### src/rtl/ccr_pkg.sv
// shared constants and carrier types for the compressor remote interface
package ccr_pkg;

    // ------------------------------------------------------------
    // timing
    // ------------------------------------------------------------
    localparam int CLK_PERIOD_NS = 10;
    localparam int TICK_NS = 1000000;
    localparam int TICK_CYCLES = TICK_NS / CLK_PERIOD_NS;
    localparam logic [12:0] CMD_HOLD_MS = 13'd300;
    localparam logic [12:0] RESTART_WIN_MS = 13'd300;
    localparam logic [12:0] INIT_MS = 13'd5000;
    localparam logic [12:0] SETTLE_MAX_MS = 13'd5000;
    localparam logic [12:0] SHORT_DROP_MS = 13'd2000;
    localparam logic [12:0] STOP_PULSE_MS = 13'd2000;
    localparam logic [12:0] POWERUP_PULSE_MS = 13'd500;
    localparam logic [3:0] GLITCH_CYCLES = 4'hf;

    // ------------------------------------------------------------
    // register map
    // ------------------------------------------------------------
    localparam logic [7:0] CTRL_ADDR = 8'h00;
    localparam logic [7:0] SETTLE_ADDR = 8'h04;
    localparam logic [7:0] STATUS_ADDR = 8'h08;
    localparam int CTRL_REMOTE_EN_BIT = 0;
    localparam int CTRL_ALARM_CLR_BIT = 1;
    localparam logic CTRL_REMOTE_EN_RESET = 1'b1;
    localparam logic [12:0] SETTLE_RESET = 13'd5000;
    localparam logic [1:0] RESP_OKAY = 2'b00;
    localparam logic [1:0] RESP_SLVERR = 2'b10;

    // ------------------------------------------------------------
    // synchronised input positions
    // ------------------------------------------------------------
    localparam int IN_START = 0;
    localparam int IN_STOP = 1;
    localparam int IN_LEVEL = 2;
    localparam int IN_HEAD_REQ = 3;
    localparam int IN_PUMP_FB = 6;
    localparam int IN_HEAD_FB = 7;
    localparam int IN_FAULT = 10;
    localparam int IN_RST_BTN = 11;
    localparam int IN_POWER = 12;
    localparam int IN_COUNT = 13;

    typedef enum logic [2:0] {
        ST_INIT = 3'b000,
        ST_IDLE = 3'b001,
        ST_SETTLE = 3'b010,
        ST_RUN = 3'b011,
        ST_DROP = 3'b100
    } ccr_state_type;

    typedef enum logic [1:0] {
        MODE_NONE = 2'b00,
        MODE_MOMENTARY = 2'b01,
        MODE_ALTERNATE = 2'b10
    } ccr_mode_type;

    typedef struct packed {
        logic [31:0] awaddr;
        logic awvalid;
        logic [31:0] wdata;
        logic [3:0] wstrb;
        logic wvalid;
        logic bready;
        logic [31:0] araddr;
        logic arvalid;
        logic rready;
    } ccr_axil_req_type;

    typedef struct packed {
        logic awready;
        logic wready;
        logic bvalid;
        logic [1:0] bresp;
        logic arready;
        logic rvalid;
        logic [31:0] rdata;
        logic [1:0] rresp;
    } ccr_axil_rsp_type;

endpackage : ccr_pkg

### src/rtl/ccr_remote_io.sv
// remote command and answer-back logic of the compressor controller
//
// Overview of operation
// - with pump running, each head request starts or stops its own head
// - with pump stopped, head replies stay low whatever the requests
// - compressor reply rises once the pump really runs after a run command
// - alarm low while ready or running, high on a detected fault
// - fault alarm holds until reset pressed, reset counts only once fault gone
// - alarm pulses about 2 s at compressor stop, 0.5 s at power-up
// - each head reply rises once that head really runs on its request
// - replies follow command changes within 0.3 s in normal operation
// - for 5 s after power-on commands are ignored and drives and replies stay off
// - run within 0.3 s of stop may wait up to 5 s for pressure
// - after a dropout under 2 s compressor reply may wait up to 5 s
// - momentary mode restarts a running pump after a dropout under 2 s
// - after a short dropout heads follow the current request levels
// - alternate mode restarts as soon as power returns, level still present
// - first compressor command after power-on fixes the mode until power off
// - momentary stop low over 0.3 s stops pump and heads, they stay stopped
// - alternate level high starts the pump, low stops pump and heads
//
// Our own choices: the placing of the registers and the AXI4-Lite slave port.
`timescale 1ns/1ps

module ccr_remote_io #(
    parameter int TICK_CYCLES = ccr_pkg::TICK_CYCLES
) (
    input wire logic clk,
    input wire logic reset,
    input wire ccr_pkg::ccr_axil_req_type axil_req,
    output ccr_pkg::ccr_axil_rsp_type axil_rsp,
    input wire logic comp_start_request,
    input wire logic comp_stop_request,
    input wire logic comp_level_request,
    input wire logic cooler_head1_request,
    input wire logic cooler_head2_request,
    input wire logic cooler_head3_request,
    input wire logic pump_running,
    input wire logic [2:0] cooler_head_running,
    input wire logic fault_detected,
    input wire logic alarm_reset_button,
    input wire logic input_power_good,
    output logic pump_drive,
    output logic [2:0] cooler_head_drive,
    output logic comp_reply,
    output logic alarm,
    output logic cooler_head1_reply,
    output logic cooler_head2_reply,
    output logic cooler_head3_reply
);

    // ------------------------------------------------------------
    // elaboration check
    // ------------------------------------------------------------
    if (TICK_CYCLES < 2 || TICK_CYCLES > 16777215) begin : g_bad_tick
        $error("ccr_remote_io: TICK_CYCLES out of range");
    end

    // ------------------------------------------------------------
    // state
    // ------------------------------------------------------------
    localparam int NIN = ccr_pkg::IN_COUNT;

    typedef struct packed {
        logic [NIN-1:0] sync1;
        logic [NIN-1:0] sync2;
        logic [NIN-1:0] filt;
        logic [NIN-1:0][3:0] flt_cnt;
        logic [23:0] div_cnt;
        logic tick;
        ccr_pkg::ccr_state_type state;
        ccr_pkg::ccr_mode_type mode;
        logic [12:0] phase_ms;
        logic [12:0] start_ms;
        logic [12:0] stop_low_ms;
        logic [12:0] since_stop_ms;
        logic [12:0] pulse_ms;
        logic was_running;
        logic fault_latch;
        logic btn_prev;
        logic remote_en;
        logic alarm_clr;
        logic [12:0] settle_ms;
        logic pump_drive;
        logic [2:0] head_drive;
        logic comp_reply;
        logic [2:0] head_reply;
        logic alarm;
        logic bvalid;
        logic [1:0] bresp;
        logic rvalid;
        logic [31:0] rdata;
        logic [1:0] rresp;
    } ccr_regs_type;

    ccr_regs_type r;
    ccr_regs_type next_r;

    logic [NIN-1:0] pins;
    logic wr_take;
    logic rd_take;

    assign pins = {input_power_good, alarm_reset_button, fault_detected,
        cooler_head_running, pump_running, cooler_head3_request,
        cooler_head2_request, cooler_head1_request, comp_level_request,
        comp_stop_request, comp_start_request};

    // both address and data are taken in one cycle, one write in flight
    assign wr_take = axil_req.awvalid && axil_req.wvalid && !r.bvalid;
    assign rd_take = axil_req.arvalid && !r.rvalid;

    // ------------------------------------------------------------
    // next state
    // ------------------------------------------------------------
    always_comb begin
        logic run_req;
        logic stop_req;
        logic power;
        logic btn_press;
        logic [12:0] ms_inc;
        next_r = r;
        run_req = 1'b0;
        stop_req = 1'b0;
        power = r.filt[ccr_pkg::IN_POWER];
        btn_press = 1'b0;
        ms_inc = 13'd0;

        // two flops, then a stable-count filter on every remote input
        next_r.sync1 = pins;
        next_r.sync2 = r.sync1;
        for (int i = 0; i < NIN; i++) begin
            if (r.sync2[i] == r.filt[i]) begin
                next_r.flt_cnt[i] = 4'h0;
            end else if (r.flt_cnt[i] == ccr_pkg::GLITCH_CYCLES) begin
                next_r.filt[i] = r.sync2[i];
                next_r.flt_cnt[i] = 4'h0;
            end else begin
                next_r.flt_cnt[i] = r.flt_cnt[i] + 4'h1;
            end
        end

        // millisecond enable
        next_r.tick = 1'b0;
        if (r.div_cnt == 24'(TICK_CYCLES - 1)) begin
            next_r.div_cnt = 24'h000000;
            next_r.tick = 1'b1;
        end else begin
            next_r.div_cnt = r.div_cnt + 24'h000001;
        end
        if (r.tick) begin
            ms_inc = 13'd1;
        end

        // momentary qualification: start held, stop held low
        if (!r.filt[ccr_pkg::IN_START]) begin
            next_r.start_ms = 13'd0;
        end else if (r.start_ms < ccr_pkg::CMD_HOLD_MS) begin
            next_r.start_ms = r.start_ms + ms_inc;
        end
        if (r.filt[ccr_pkg::IN_STOP]) begin
            next_r.stop_low_ms = 13'd0;
        end else if (r.stop_low_ms < ccr_pkg::CMD_HOLD_MS) begin
            next_r.stop_low_ms = r.stop_low_ms + ms_inc;
        end
        if (r.since_stop_ms < ccr_pkg::RESTART_WIN_MS) begin
            next_r.since_stop_ms = r.since_stop_ms + ms_inc;
        end
        if (r.pulse_ms != 13'd0 && r.tick) begin
            next_r.pulse_ms = r.pulse_ms - 13'd1;
        end
        next_r.phase_ms = r.phase_ms + ms_inc;

        unique case (r.mode)
            ccr_pkg::MODE_MOMENTARY: begin
                run_req = r.start_ms == ccr_pkg::CMD_HOLD_MS
                    && r.filt[ccr_pkg::IN_STOP];
                stop_req = r.stop_low_ms == ccr_pkg::CMD_HOLD_MS;
            end
            ccr_pkg::MODE_ALTERNATE: begin
                run_req = r.filt[ccr_pkg::IN_LEVEL];
                stop_req = !r.filt[ccr_pkg::IN_LEVEL];
            end
            default: begin
                run_req = 1'b0;
                stop_req = 1'b0;
            end
        endcase

        // fault latch: set wins, release needs press with fault gone
        btn_press = (r.filt[ccr_pkg::IN_RST_BTN] && !r.btn_prev)
            || r.alarm_clr;
        next_r.btn_prev = r.filt[ccr_pkg::IN_RST_BTN];
        next_r.alarm_clr = 1'b0;
        if (r.filt[ccr_pkg::IN_FAULT]) begin
            next_r.fault_latch = 1'b1;
        end else if (btn_press) begin
            next_r.fault_latch = 1'b0;
        end

        unique case (r.state)
            ccr_pkg::ST_INIT: begin
                // commands ignored until the full init time has passed
                if (r.phase_ms >= ccr_pkg::INIT_MS) begin
                    next_r.state = ccr_pkg::ST_IDLE;
                    next_r.mode = ccr_pkg::MODE_NONE;
                    next_r.since_stop_ms = ccr_pkg::RESTART_WIN_MS;
                end
            end
            ccr_pkg::ST_IDLE: begin
                if (r.mode == ccr_pkg::MODE_NONE) begin
                    if (r.filt[ccr_pkg::IN_START]) begin
                        next_r.mode = ccr_pkg::MODE_MOMENTARY;
                    end else if (r.filt[ccr_pkg::IN_LEVEL]) begin
                        next_r.mode = ccr_pkg::MODE_ALTERNATE;
                    end
                end
                if (run_req && r.remote_en && !r.fault_latch) begin
                    next_r.phase_ms = 13'd0;
                    if (r.since_stop_ms < ccr_pkg::RESTART_WIN_MS) begin
                        next_r.state = ccr_pkg::ST_SETTLE;
                    end else begin
                        next_r.state = ccr_pkg::ST_RUN;
                    end
                end
            end
            ccr_pkg::ST_SETTLE: begin
                // pump waits for the helium pressure to settle
                if (stop_req || r.fault_latch) begin
                    next_r.state = ccr_pkg::ST_IDLE;
                end else if (r.phase_ms >= r.settle_ms) begin
                    next_r.state = ccr_pkg::ST_RUN;
                end
            end
            ccr_pkg::ST_RUN: begin
                if (stop_req || r.fault_latch || !r.remote_en) begin
                    next_r.state = ccr_pkg::ST_IDLE;
                    next_r.since_stop_ms = 13'd0;
                    next_r.pulse_ms = ccr_pkg::STOP_PULSE_MS;
                end
            end
            ccr_pkg::ST_DROP: begin
                if (power) begin
                    next_r.phase_ms = 13'd0;
                    if (r.mode == ccr_pkg::MODE_ALTERNATE
                            && r.filt[ccr_pkg::IN_LEVEL]) begin
                        next_r.state = ccr_pkg::ST_SETTLE;
                    end else if (r.mode == ccr_pkg::MODE_MOMENTARY
                            && r.was_running) begin
                        next_r.state = ccr_pkg::ST_SETTLE;
                    end else begin
                        next_r.state = ccr_pkg::ST_IDLE;
                    end
                end else if (r.phase_ms >= ccr_pkg::SHORT_DROP_MS) begin
                    // a long loss is a fresh power-up
                    next_r.state = ccr_pkg::ST_INIT;
                    next_r.mode = ccr_pkg::MODE_NONE;
                    next_r.phase_ms = 13'd0;
                    next_r.pulse_ms = ccr_pkg::POWERUP_PULSE_MS;
                end
            end
            default: begin
                next_r.state = ccr_pkg::ST_INIT;
            end
        endcase

        // a dropout overrides every state change made outside ST_INIT and ST_DROP
        if (!power && r.state != ccr_pkg::ST_INIT
                && r.state != ccr_pkg::ST_DROP) begin
            next_r.state = ccr_pkg::ST_DROP;
            next_r.phase_ms = 13'd0;
            next_r.was_running = r.state == ccr_pkg::ST_RUN
                || r.state == ccr_pkg::ST_SETTLE;
            if (r.state == ccr_pkg::ST_RUN) begin
                next_r.pulse_ms = ccr_pkg::STOP_PULSE_MS;
            end
        end

        // outputs, one cycle behind the decision
        next_r.pump_drive = r.state == ccr_pkg::ST_RUN;
        next_r.head_drive = r.state == ccr_pkg::ST_RUN
            ? r.filt[ccr_pkg::IN_HEAD_REQ +: 3] : 3'b000;
        next_r.comp_reply = r.pump_drive && r.filt[ccr_pkg::IN_PUMP_FB];
        next_r.head_reply = r.pump_drive ? r.head_drive
            & r.filt[ccr_pkg::IN_HEAD_FB +: 3] : 3'b000;
        next_r.alarm = r.fault_latch || r.pulse_ms != 13'd0;

        // register writes
        if (wr_take) begin
            next_r.bvalid = 1'b1;
            next_r.bresp = ccr_pkg::RESP_OKAY;
            unique case (axil_req.awaddr[7:0])
                ccr_pkg::CTRL_ADDR: begin
                    if (axil_req.wstrb[0]) begin
                        next_r.remote_en =
                            axil_req.wdata[ccr_pkg::CTRL_REMOTE_EN_BIT];
                        next_r.alarm_clr =
                            axil_req.wdata[ccr_pkg::CTRL_ALARM_CLR_BIT];
                    end
                end
                ccr_pkg::SETTLE_ADDR: begin
                    // never wait longer than the pressure worst case
                    if (axil_req.wstrb[1:0] == 2'b11) begin
                        next_r.settle_ms =
                            axil_req.wdata > 32'(ccr_pkg::SETTLE_MAX_MS)
                            ? ccr_pkg::SETTLE_MAX_MS : axil_req.wdata[12:0];
                    end
                end
                ccr_pkg::STATUS_ADDR: begin
                    next_r.bresp = ccr_pkg::RESP_OKAY;
                end
                default: begin
                    next_r.bresp = ccr_pkg::RESP_SLVERR;
                end
            endcase
            if (axil_req.awaddr[31:8] != 24'h000000) begin
                next_r.bresp = ccr_pkg::RESP_SLVERR;
            end
        end else if (r.bvalid && axil_req.bready) begin
            next_r.bvalid = 1'b0;
        end

        // register reads
        if (rd_take) begin
            next_r.rvalid = 1'b1;
            next_r.rresp = ccr_pkg::RESP_OKAY;
            next_r.rdata = 32'h00000000;
            unique case (axil_req.araddr[7:0])
                ccr_pkg::CTRL_ADDR: begin
                    next_r.rdata[ccr_pkg::CTRL_REMOTE_EN_BIT] = r.remote_en;
                end
                ccr_pkg::SETTLE_ADDR: begin
                    next_r.rdata[12:0] = r.settle_ms;
                end
                ccr_pkg::STATUS_ADDR: begin
                    next_r.rdata[11:0] = {r.fault_latch, r.head_reply,
                        r.comp_reply, r.alarm, r.pump_drive, r.mode,
                        r.state};
                end
                default: begin
                    next_r.rresp = ccr_pkg::RESP_SLVERR;
                end
            endcase
            if (axil_req.araddr[31:8] != 24'h000000) begin
                next_r.rresp = ccr_pkg::RESP_SLVERR;
                next_r.rdata = 32'h00000000;
            end
        end else if (r.rvalid && axil_req.rready) begin
            next_r.rvalid = 1'b0;
        end
    end

    // ------------------------------------------------------------
    // registers
    // ------------------------------------------------------------
    always_ff @(posedge clk) begin
        if (reset) begin
            r <= '0;
            r.state <= ccr_pkg::ST_INIT;
            r.mode <= ccr_pkg::MODE_NONE;
            r.pulse_ms <= ccr_pkg::POWERUP_PULSE_MS;
            r.remote_en <= ccr_pkg::CTRL_REMOTE_EN_RESET;
            r.settle_ms <= ccr_pkg::SETTLE_RESET;
        end else begin
            r <= next_r;
        end
    end

    assign axil_rsp.awready = wr_take;
    assign axil_rsp.wready = wr_take;
    assign axil_rsp.bvalid = r.bvalid;
    assign axil_rsp.bresp = r.bresp;
    assign axil_rsp.arready = rd_take;
    assign axil_rsp.rvalid = r.rvalid;
    assign axil_rsp.rdata = r.rdata;
    assign axil_rsp.rresp = r.rresp;
    assign pump_drive = r.pump_drive;
    assign cooler_head_drive = r.head_drive;
    assign comp_reply = r.comp_reply;
    assign alarm = r.alarm;
    assign cooler_head1_reply = r.head_reply[0];
    assign cooler_head2_reply = r.head_reply[1];
    assign cooler_head3_reply = r.head_reply[2];

endmodule : ccr_remote_io

### config.mk
export PLATFORM = sky130hd
export DESIGN_NAME = ccr_remote_io
export DESIGN_NICKNAME = d
export VERILOG_FILES = /design/src/rtl/ccr_pkg.sv /design/src/rtl/ccr_remote_io.sv
export SDC_FILE = /design/constraint.sdc
export NUM_CORES = 1
export LEC_CHECK = 0
export BUFFER_PORTS_ARGS = -buffer_cell sky130_fd_sc_hd__buf_4
export CORE_UTILIZATION = 55
export DETAILED_ROUTE_END_ITERATION = 16
export PLACE_DENSITY_LB_ADDON = 0.05
export SKIP_CTS_REPAIR_TIMING = 1
export SLEW_MARGIN = 40
export SYNTH_ARGS = -nofsm -noshare
export SYNTH_HDL_FRONTEND = slang
export SYNTH_SLANG_ARGS = --single-unit
### constraint.sdc
create_clock -name clk -period 7.1 [get_ports clk]
set_input_delay 0.355 -clock clk [delete_from_list [all_inputs] [get_ports clk]]
set_output_delay 0.355 -clock clk [all_outputs]
set_load 0.02 [all_outputs]
# Yosys cells after proc, flatten, opt, wreduce, memory -nomap -nowiden
# Index checks and enable logic that the tools add are counted.
[totals] reg_bits=251 in_bits=120 wordCells=282
[op_classes] magnitude_cmp=7 n_eq_ne=55 bitwise=20 n_reduce_logical=79 n_addsub=19 muxes=48
[op_table] cell="two-way mux 13 bit" count=9
[op_table] cell="case mux 13 bit (2 select lines)" count=3
[op_table] cell="adder 13 bit" count=4
[op_table] cell="adder 4 x 1 -> 4 bit (second input constant)" count=13
[op_table] cell="== test 4 bit (second input constant)" count=13
[op_table] cell="nonzero test 24 bit" count=2
[op_table] cell="OR reduction 3 bit" count=15
[op_table] cell="less-than comparator 13 x 9 -> 1 bit (second input constant)" count=3
[op_table] cell="> comparator 32 x 13 -> 1 bit (second input constant)" count=1
[op_table] cell="== test 13 x 9 -> 1 bit (second input constant)" count=2
[op_table] cell="two-way mux 26 bit" count=1
[op_table] cell="AND reduction 2 bit" count=13
[op_table] cell="adder 24 x 1 -> 24 bit (second input constant)" count=1
[op_table] cell="== test 24 x 17 -> 1 bit (second input constant)" count=1
[op_table] cell="case mux 11 bit (2 select lines)" count=1
[op_table] cell="NOT 1 bit" count=19
[op_table] cell="two-way mux 18 bit" count=1
[op_table] cell="two-way mux 2 bit" count=9
[op_table] cell="two-way mux 3 bit" count=6
[op_table] cell="!= test 3 bit (second input constant)" count=6
[op_table] cell="== test 8 x 3 -> 1 bit (second input constant)" count=2
[op_table] cell="== test 8 x 4 -> 1 bit (second input constant)" count=2
[op_table] cell="zero test 8 bit" count=2
[op_table] cell="logical AND 1 bit" count=15
[op_table] cell="other kinds (35)" count=84

# Logic depth before layout (Yosys ltp)
# Gate-level depths: netlist of the first run.
[depth] word_depth=8 mapped_depth=8 depth_no_buf=7

# Least setup slack after synthesis of the first run
# No wires, ideal clock.
[synth_path] kind="reg2reg" start="register r[130] (netlist name)" end="register r[66] (netlist name)" path_slack_ns=4.726 arrival_ns=2.240 period_less_slack_ns=2.374 setup_time_ns=0.134 required_time_ns=6.966 stages_incl_launch_ff=8 cell_sequence="dfxtp_1 > inv_1 > ha_1 > or4b_2 > or4_4 > a21oi_2 > o32a_2 > a211oi_1"
[synth_between] elab_chain_cells=8
[synth_rtl] element="start: declaration" line_no="ccr_remote_io.sv:96" rtl="ccr_regs_type r;"
[synth_rtl] element="start signal: assignment" line_no="ccr_remote_io.sv:364" rtl="r <= next_r;"
[synth_rtl] element="== test 2 bit / == test 2 x 1 -> 1 bit (equally long branches)" line_no="ccr_remote_io.sv:173" rtl="unique case (r.mode)"
[synth_rtl] element="case mux 1 bit (2 select lines) (*)" line_no="ccr_remote_io.sv:173"
[synth_rtl] element="logical OR 1 bit (*) (2 in series)" line_no="ccr_remote_io.sv:235" rtl="if (stop_req || r.fault_latch || !r.remote_en) begin"
[synth_rtl] element="two-way mux 26 bit (*)" line_no="ccr_remote_io.sv:235"
[synth_rtl] element="case mux 13 bit (2 select lines) (*)" line_no="ccr_remote_io.sv:200" rtl="unique case (r.state)"
[synth_rtl] element="two-way mux 13 bit" line_no="ccr_remote_io.sv:273" rtl="if (r.state == ccr_pkg::ST_RUN) begin"
[synth_rtl] element="two-way mux 14 bit (*)" line_no="ccr_remote_io.sv:267" rtl="if (!power && r.state != ccr_pkg::ST_INIT"
# Mark *: on every way between the ends. The rest lies on a longest branch, timed or not.
# A chain may end at the register's enable or synchronous reset.

# Worst setup path after layout of the first run
[layout_path] start="register r[130] (netlist name)" end="register r[87] (netlist name)"
[layout_between] elab_chain_cells=6
[layout_rtl] element="== test 2 bit / == test 2 x 1 -> 1 bit (equally long branches)" line_no="ccr_remote_io.sv:173"
[layout_rtl] element="case mux 1 bit (2 select lines) (*)" line_no="ccr_remote_io.sv:173"
[layout_rtl] element="logical OR 1 bit (*) (2 in series)" line_no="ccr_remote_io.sv:235"
[layout_rtl] element="two-way mux 26 bit (*)" line_no="ccr_remote_io.sv:235"
[layout_rtl] element="case mux 13 bit (2 select lines) (*)" line_no="ccr_remote_io.sv:200"
# Marked as above.

==> run metrics, run 1 <==
starting DRC count in detailed routing 334; launching instance or port of the critical path r[130]$_SDFFE_PP0P_; Max VDD drop 0.1944 mV; power density over the cells 233.6 nW/um2; Required @ worst endpoint 7.51 ns; cell with the most instances after synthesis dfxtp_1; Max-Slew Margin vs Limit 46.80%; type of the setup path with the least slack reg2reg; simple logic cell fraction of the synthesized area 23.45%; Critical Path, Cell by Cell inv_1 > ha_1 > or4b_2 > nor4_2 > o21ai_0 > and3_1 > and2_1; adder-cell share of the synthesized area 4.946%; setup TNS 0 ns; floorplan row count 49; synth warn 0; synth-to-layout area growth 18.55%; final setup skew 0.009754 ns; Arr. time, crit path 3.12 ns; sequential share of the synthesized area 45.50%; post-detailed-route DRC marker count 0; number of cell instances on the worst register-to-register path 7; dominant combinational cell family by area after synthesis simple AND/OR/NAND/NOR gates; xor/xnor share of the synthesized area 8.482%; Slew Viols, Final 0; clock buffers created by TritonCTS 25; count of pins on the block boundary 170; TritonCTS Sinks 230; share of post-route cells with drive strength above 1 16.67%; Setup crit start kind flop; Post-synth ARST share 0%; number of iterations in the first detailed-routing pass 5; Least-Margin Pin Slew 0.7779 ns; Post-DRT Antenna Nets 0; Total Wirelength 20800 um; Port-buffer cells 146; post-detailed-placement half-perimeter wirelength 14990 um; clock tree from TritonCTS built; vias 7801; last element of the critical path r[87]$_SDFF_PP0_; initial antenna violation count 0; Layout Nets 1385; vias in the first global route 7370; register-to-register path setup slack 4.39 ns; Max-cap violations 0; cell area after synthesis 10120 um2; fraction of the mapped netlist area in compound gates 8.655%; proportion of netlist area held by the largest area contributor 45.50%; Yosys reg bits 230; endpoint type of the worst setup path flop; multiplexer share of the synthesized area 2.275%; switching pwr 654.4 uW; terminus of the critical flop-to-flop path r[87]$_SDFF_PP0_; switching share of power 23.35%; All-Layer GR Usage 22.38%; diode count 0; Crit Path Max Fanout 4; per-instance average area after synthesis 9.166 um2; floorplan die area 18950 um2; delay contributed by the slowest stage of the critical path 0.63 ns; Vias/cell 5.303; post-route minimum period 2.709 ns; Root Buffer clkbuf_16; largest delay contributor family on the critical path simple AND/OR/NAND/NOR gates; total power 2.802 mW; slowest cell on the critical path or4b_2; height of the die 137.6 um; unrepaired setup endpoints after global routing no; run status completed; starting utilization of the core area 56.14%; share of total power in sequential cells 47.7%; total of endpoints with negative setup slack in the final report 0; commonest register cell after synthesis dfxtp_1; Reg2Reg Launch Point r[130]$_SDFFE_PP0P_; clock input transition at the sequential cells of the worst setup and hold paths 0.06 ns; maximum number of pins on one net before global-route repair 44; cell-internal power 2.148 mW; f_max 369.2 MHz; top cells by count, synth 230 x dfxtp_1, 168 x nor2_1, 59 x inv_1; H-tree depth 1; average wire per standard cell 14.14 um; count of cell instances traversed by the critical path 7; period utilisation layout 38.15%; distinct cell type count of the synthesized netlist 71; clock buffer depth 3; Leakage 4.908 nW; critical path buffer and inverter count 1; gate count of the mapped netlist 1104; clock share of power 44.6%; global placement routability congestion 0.8439; number of synthesized flops with an enable pin 0; global-route wire length before repair 34170 um; x dimension of the die 137.6 um; class of the tightest hold or removal check in2reg; Final Hold Fails 0; total gr overflow 0; part of the power in combinational logic 7.7%; cell type with the largest total area after synthesis dfxtp_1; area of the placeable core 18020 um2; clock latency on the worst-skew pair 0.53 ns; main area contributors after synthesis dfxtp_1 45%, nor2_1 6.2%, ha_1 4.9%, xnor2_1 4.8%, xor2_1 3.7%
==> layout make-up <==
class                   count  area [um2]
well taps                 229       286.5
inverters                  59       221.5
flip-flops and latches    230        4604
multi-input cells         761        4969
clock inverters             9       91.34
fillers                  1529        6028
repair buffers            148        1111
clock buffers              35       713.2
==> metrics by stage <==
| step | setup WS, ns | utilization (%) | hold WS [ns] | instances | area (um2) |
|---|---|---|---|---|---|
| 3_5_place_dp | 4.402 | 62.09 | 0.4212 | 1427 | 11190 |
| 5_1_grt | 4.257 | 66.56 | 0.02811 | 1471 | 12000 |
| 3_3_place_gp | 4.433 | 61.91 | 0.4165 | 1426 | 11160 |
| 2_1_floorplan | 4.726 | - | 0.4138 | 1124 | 10190 |
| 4_1_cts | 4.389 | 66.56 | 0.01333 | 1471 | 12000 |
| 6_report | 4.391 | 66.56 | 0.03409 | 1471 | 12000 |
==> power groups by stage <==
stage / Sequential (mW) / Clock (mW) / Combinational, mW
floorplan: 1.35 / 0 / 0.156
global placement: 1.36 / 0 / 0.210
detailed placement: 1.36 / 0 / 0.213
CTS: 1.33 / 1.28 / 0.215
global route: 1.34 / 1.34 / 0.238
finish: 1.34 / 1.25 / 0.216
==> cells in the final DEF, fill, tap and decap left out, drive strengths merged, types with 7 or more instances in the layout <==
master and n:
a211oi 13, a21oi 26, a222oi 11, a22o 9, and2 18, and3 31
and4 7, buf 148, clkbuf 35, conb 21, dfxtp 230, ha 40
inv 60, mux2i 23, nand2 39, nand2b 7, nand3 52, nand4 8
nor2 168, nor2b 33, nor3 20, nor4 29, o21ai 15, or3 18
xnor2 55, xor2 43
==> worst min path at each step <==
stage / depth (start not counted) / end / from / slack, ns
after floorplan: 1 / r[225]$_SDFF_PP0_ / next_r[225]$_SDFF_PP0_ / 0.41
after global placement: 1 / r[230]$_SDFF_PP0_ / next_r[230]$_SDFF_PP0_ / 0.42
after detailed placement: 1 / r[233]$_SDFF_PP0_ / next_r[233]$_SDFF_PP0_ / 0.42
after CTS: 2 / next_r[235]$_SDFF_PP0_ / fault_detected / 0.01
after global routing: 2 / next_r[232]$_SDFF_PP0_ / cooler_head_running[0] / 0.03
final: 2 / next_r[235]$_SDFF_PP0_ / fault_detected / 0.03
==> registers in the layout, indices dropped and copies added (netlist names) <==
signal              count
next_r                 14
comp_reply              1
cooler_head2_reply      1
cooler_head_drive       3
r                     190
cooler_head1_reply      1
alarm                   1
cooler_head3_reply      1
axil_rsp               17
pump_drive              1
==> kinds of logic (layout without fill, tap and decap cells) <==
group	count (synthesis)	count (layout)
other	1	21
muxes	23	23
xor gates and xnor gates	98	98
adders and majority gates	40	40
buffers and inverters	133	251
and+or+nand+nor	459	459
AOI/OAI and AO/OA	120	120
DFF	230	230
==> metal layers <==
| layer | vias to the layer above | global-route usage, % | part of all wire, % |
|---|---|---|---|
| li1 | 3992 | - | - |
| met1 | 3579 | 28.48 | 46 |
| met2 | 177 | 38.02 | 46 |
| met3 | 53 | 3.863 | 5.0 |
| met4 | 0 | 7.692 | 3.2 |
| met5 | - | 0 | 0 |
Power figures use the tool's default switching activity.
==> run 2: changes to the inputs <==
--- a/config.mk
+++ b/config.mk
@@ -6,7 +6,7 @@
 export NUM_CORES = 1
 export LEC_CHECK = 0
 export BUFFER_PORTS_ARGS = -buffer_cell sky130_fd_sc_hd__buf_4
-export CORE_UTILIZATION = 55
+export CORE_UTILIZATION = 51
 export DETAILED_ROUTE_END_ITERATION = 16
 export PLACE_DENSITY_LB_ADDON = 0.05
 export SKIP_CTS_REPAIR_TIMING = 1
==> constraint.sdc (replaced) <==
create_clock -name clk -period 2.2 [get_ports clk]
set_input_delay 0.11 -clock clk [delete_from_list [all_inputs] [get_ports clk]]
set_output_delay 0.11 -clock clk [all_outputs]
set_load 0.02 [all_outputs]
==> run metrics, run 2 (same netlist as run 1, synthesis figures left out) <==
run status finished, violations left; violated checks DRC, hold timing, setup timing; share of total power in sequential cells 47.1%; f_max 450.0 MHz; placement-stage worst setup slack -0.1202 ns; filler cell count 1678; global-route wire length before repair 34990 um; period utilisation layout 101.0%; Root Buffer clkbuf_16; register ranked first by flip-flop count r; Crit Path Max Fanout 5; vias 7998; average wire per standard cell 13.82 um; TritonCTS Sinks 230; global placement routability congestion 0.8556; Max-cap violations 0; highest-count cells in the layout ignoring fill and taps 228 x dfxtp_1, 179 x buf_4, 168 x nor2_1; count of cell instances traversed by the critical path 7; starting DRC count in detailed routing 355; Critical Path, Cell by Cell inv_2 > ha_4 > or4b_4 > or4_4 > a21oi_4 > o32a_4 > nor2_1; count of pins on the block boundary 170; maximum number of pins on one net before global-route repair 69; H-tree depth 1; floorplan die area 20410 um2; Layout Nets 1451; post-route minimum period 2.222 ns; switching share of power 22.59%; total gr overflow 0; All-Layer GR Usage 21.08%; class of the tightest hold or removal check in2reg; number of cell instances on the worst register-to-register path 7; Max-Slew Margin vs Limit 53.75%; Post-DRT Antenna Nets 0; slowest cell on the critical path or4_4; total of endpoints with negative setup slack in the final report 5; post-detailed-placement half-perimeter wirelength 15680 um; unrepaired setup endpoints after global routing yes; Port-buffer cells 146; x dimension of the die 142.9 um; Leakage 5.213 nW; Non-Filler Cell Area, Final 12670 um2; share of post-route cells with drive strength above 1 18.68%; floorplan row count 51; final setup skew 0.01130 ns; power density over the cells 715.9 nW/um2; launching instance or port of the critical path r[130]$_SDFFE_PP0P_; clock latency on the worst-skew pair 0.49 ns; switching pwr 2.050 mW; critical path buffer and inverter count 1; vias in the first global route 7483; most frequent standard cell in the layout excluding fill and tap cells dfxtp_1; clock buffer depth 3; M3 GR Usage 3.253%; register-to-register path setup slack -0.02 ns; last element of the critical path r[77]$_SDFF_PP0_; Required @ worst endpoint 2.58 ns; worst hold margin -0.04316 ns; Reg2Reg Launch Point r[130]$_SDFFE_PP0P_; initial antenna violation count 0; Total Wirelength 21710 um; clock buffers created by TritonCTS 23; diode count 0; synth-to-layout area growth 25.23%; grt met2 use 36.84%; terminus of the critical flop-to-flop path r[77]$_SDFF_PP0_; total power 9.072 mW; part of the power in combinational logic 10.3%; cell-internal power 7.023 mW; Vias/cell 5.091; grt peak-use layer met2; Final Hold Fails 1; fin worst setup slack -0.02223 ns; Setup crit start kind flop; endpoint type of the worst setup path flop; met1 usage 27.06%; delay contributed by the slowest stage of the critical path 0.54 ns; starting utilization of the core area 52.00%; Arr. time, crit path 2.60 ns; setup TNS -0.07701 ns; clock tree from TritonCTS built; Slew Viols, Final 0; Least-Margin Pin Slew 0.6875 ns; clock input transition at the sequential cells of the worst setup and hold paths 0.06 ns; clock share of power 42.6%; post-detailed-route DRC marker count 2; Max VDD drop 0.6023 mV; largest delay contributor family on the critical path simple AND/OR/NAND/NOR gates; height of the die 142.9 um; max reg flops 190; area of the placeable core 19460 um2; Post-DP Area 11480 um2; number of iterations in the first detailed-routing pass 11; type of the setup path with the least slack reg2reg
==> run 2: cell types whose count changed in the layout (fill, tap and decap cells not counted), sizes merged <==
cell	previous run	this run
bufinv	1	2
dlygate4sd3	0	34
inv	60	59
buf	148	181
clkbuf	35	34
clkinv	6	4
==> run 2: area by class of cell <==
class / count / area [um2] / share of cell area [%]
flip-flops and latches: 230 / 4607 / 36.35
multi-input cells: 761 / 5014 / 39.56
repair buffers: 216 / 1749 / 13.80
clock inverters: 7 / 87.58 / 0.6911
inverters: 59 / 221.5 / 1.747
clock buffers: 33 / 663.1 / 5.233
well taps: 265 / 331.6 / 2.616
==> run 2: worst register-to-register path: stages, from the launching register on <==
cell and delay (ns):
dfxtp_2 0.35, inv_2 0.06, ha_4 0.26, or4b_4 0.45
or4_4 0.54, a21oi_4 0.19, o32a_4 0.21, nor2_1 0.05
==> run 2: per-stage QoR <==
step | util, % | cells
6_report | 65.12 | 1571
2_1_floorplan | - | 1124
5_1_grt | 65.12 | 1571
3_5_place_dp | 58.97 | 1494
3_3_place_gp | 58.97 | 1494
4_1_cts | 62.82 | 1534
==> run 2: power groups by stage <==
| stage | registers (mW) | logic, mW | clock network (mW) |
|---|---|---|---|
| floorplan | 4.34 | 0.505 | 0 |
| global placement | 4.37 | 0.808 | 0 |
| detailed placement | 4.37 | 0.815 | 0 |
| CTS | 4.27 | 0.820 | 3.97 |
| global route | 4.28 | 1.02 | 4.12 |
| finish | 4.28 | 0.934 | 3.86 |
==> run 2: how the worst min path moves through the flow <==
stage	cells after the start	start	to	slack, ns
3_3_place_gp	2	cooler_head2_request	next_r[229]$_SDFF_PP0_	0.32
4_1_cts	2	cooler_head3_request	next_r[230]$_SDFF_PP0_	-0.19
6_report	5	axil_req[92]	axil_rsp[37]$_SDFFE_PP0P_	-0.04
3_5_place_dp	2	cooler_head3_request	next_r[230]$_SDFF_PP0_	0.33
2_1_floorplan	1	axil_req[40]	r[47]$_SDFFE_PP0P_	0.24
5_1_grt	5	axil_req[77]	axil_rsp[37]$_SDFFE_PP0P_	0.005
==> run 2: per-layer routing <==
layer	up-vias	share of wire [%]
met1	3693	47
li1	4126	-
met3	30	4.2
met5	-	0
met2	149	47
met4	0	1.5
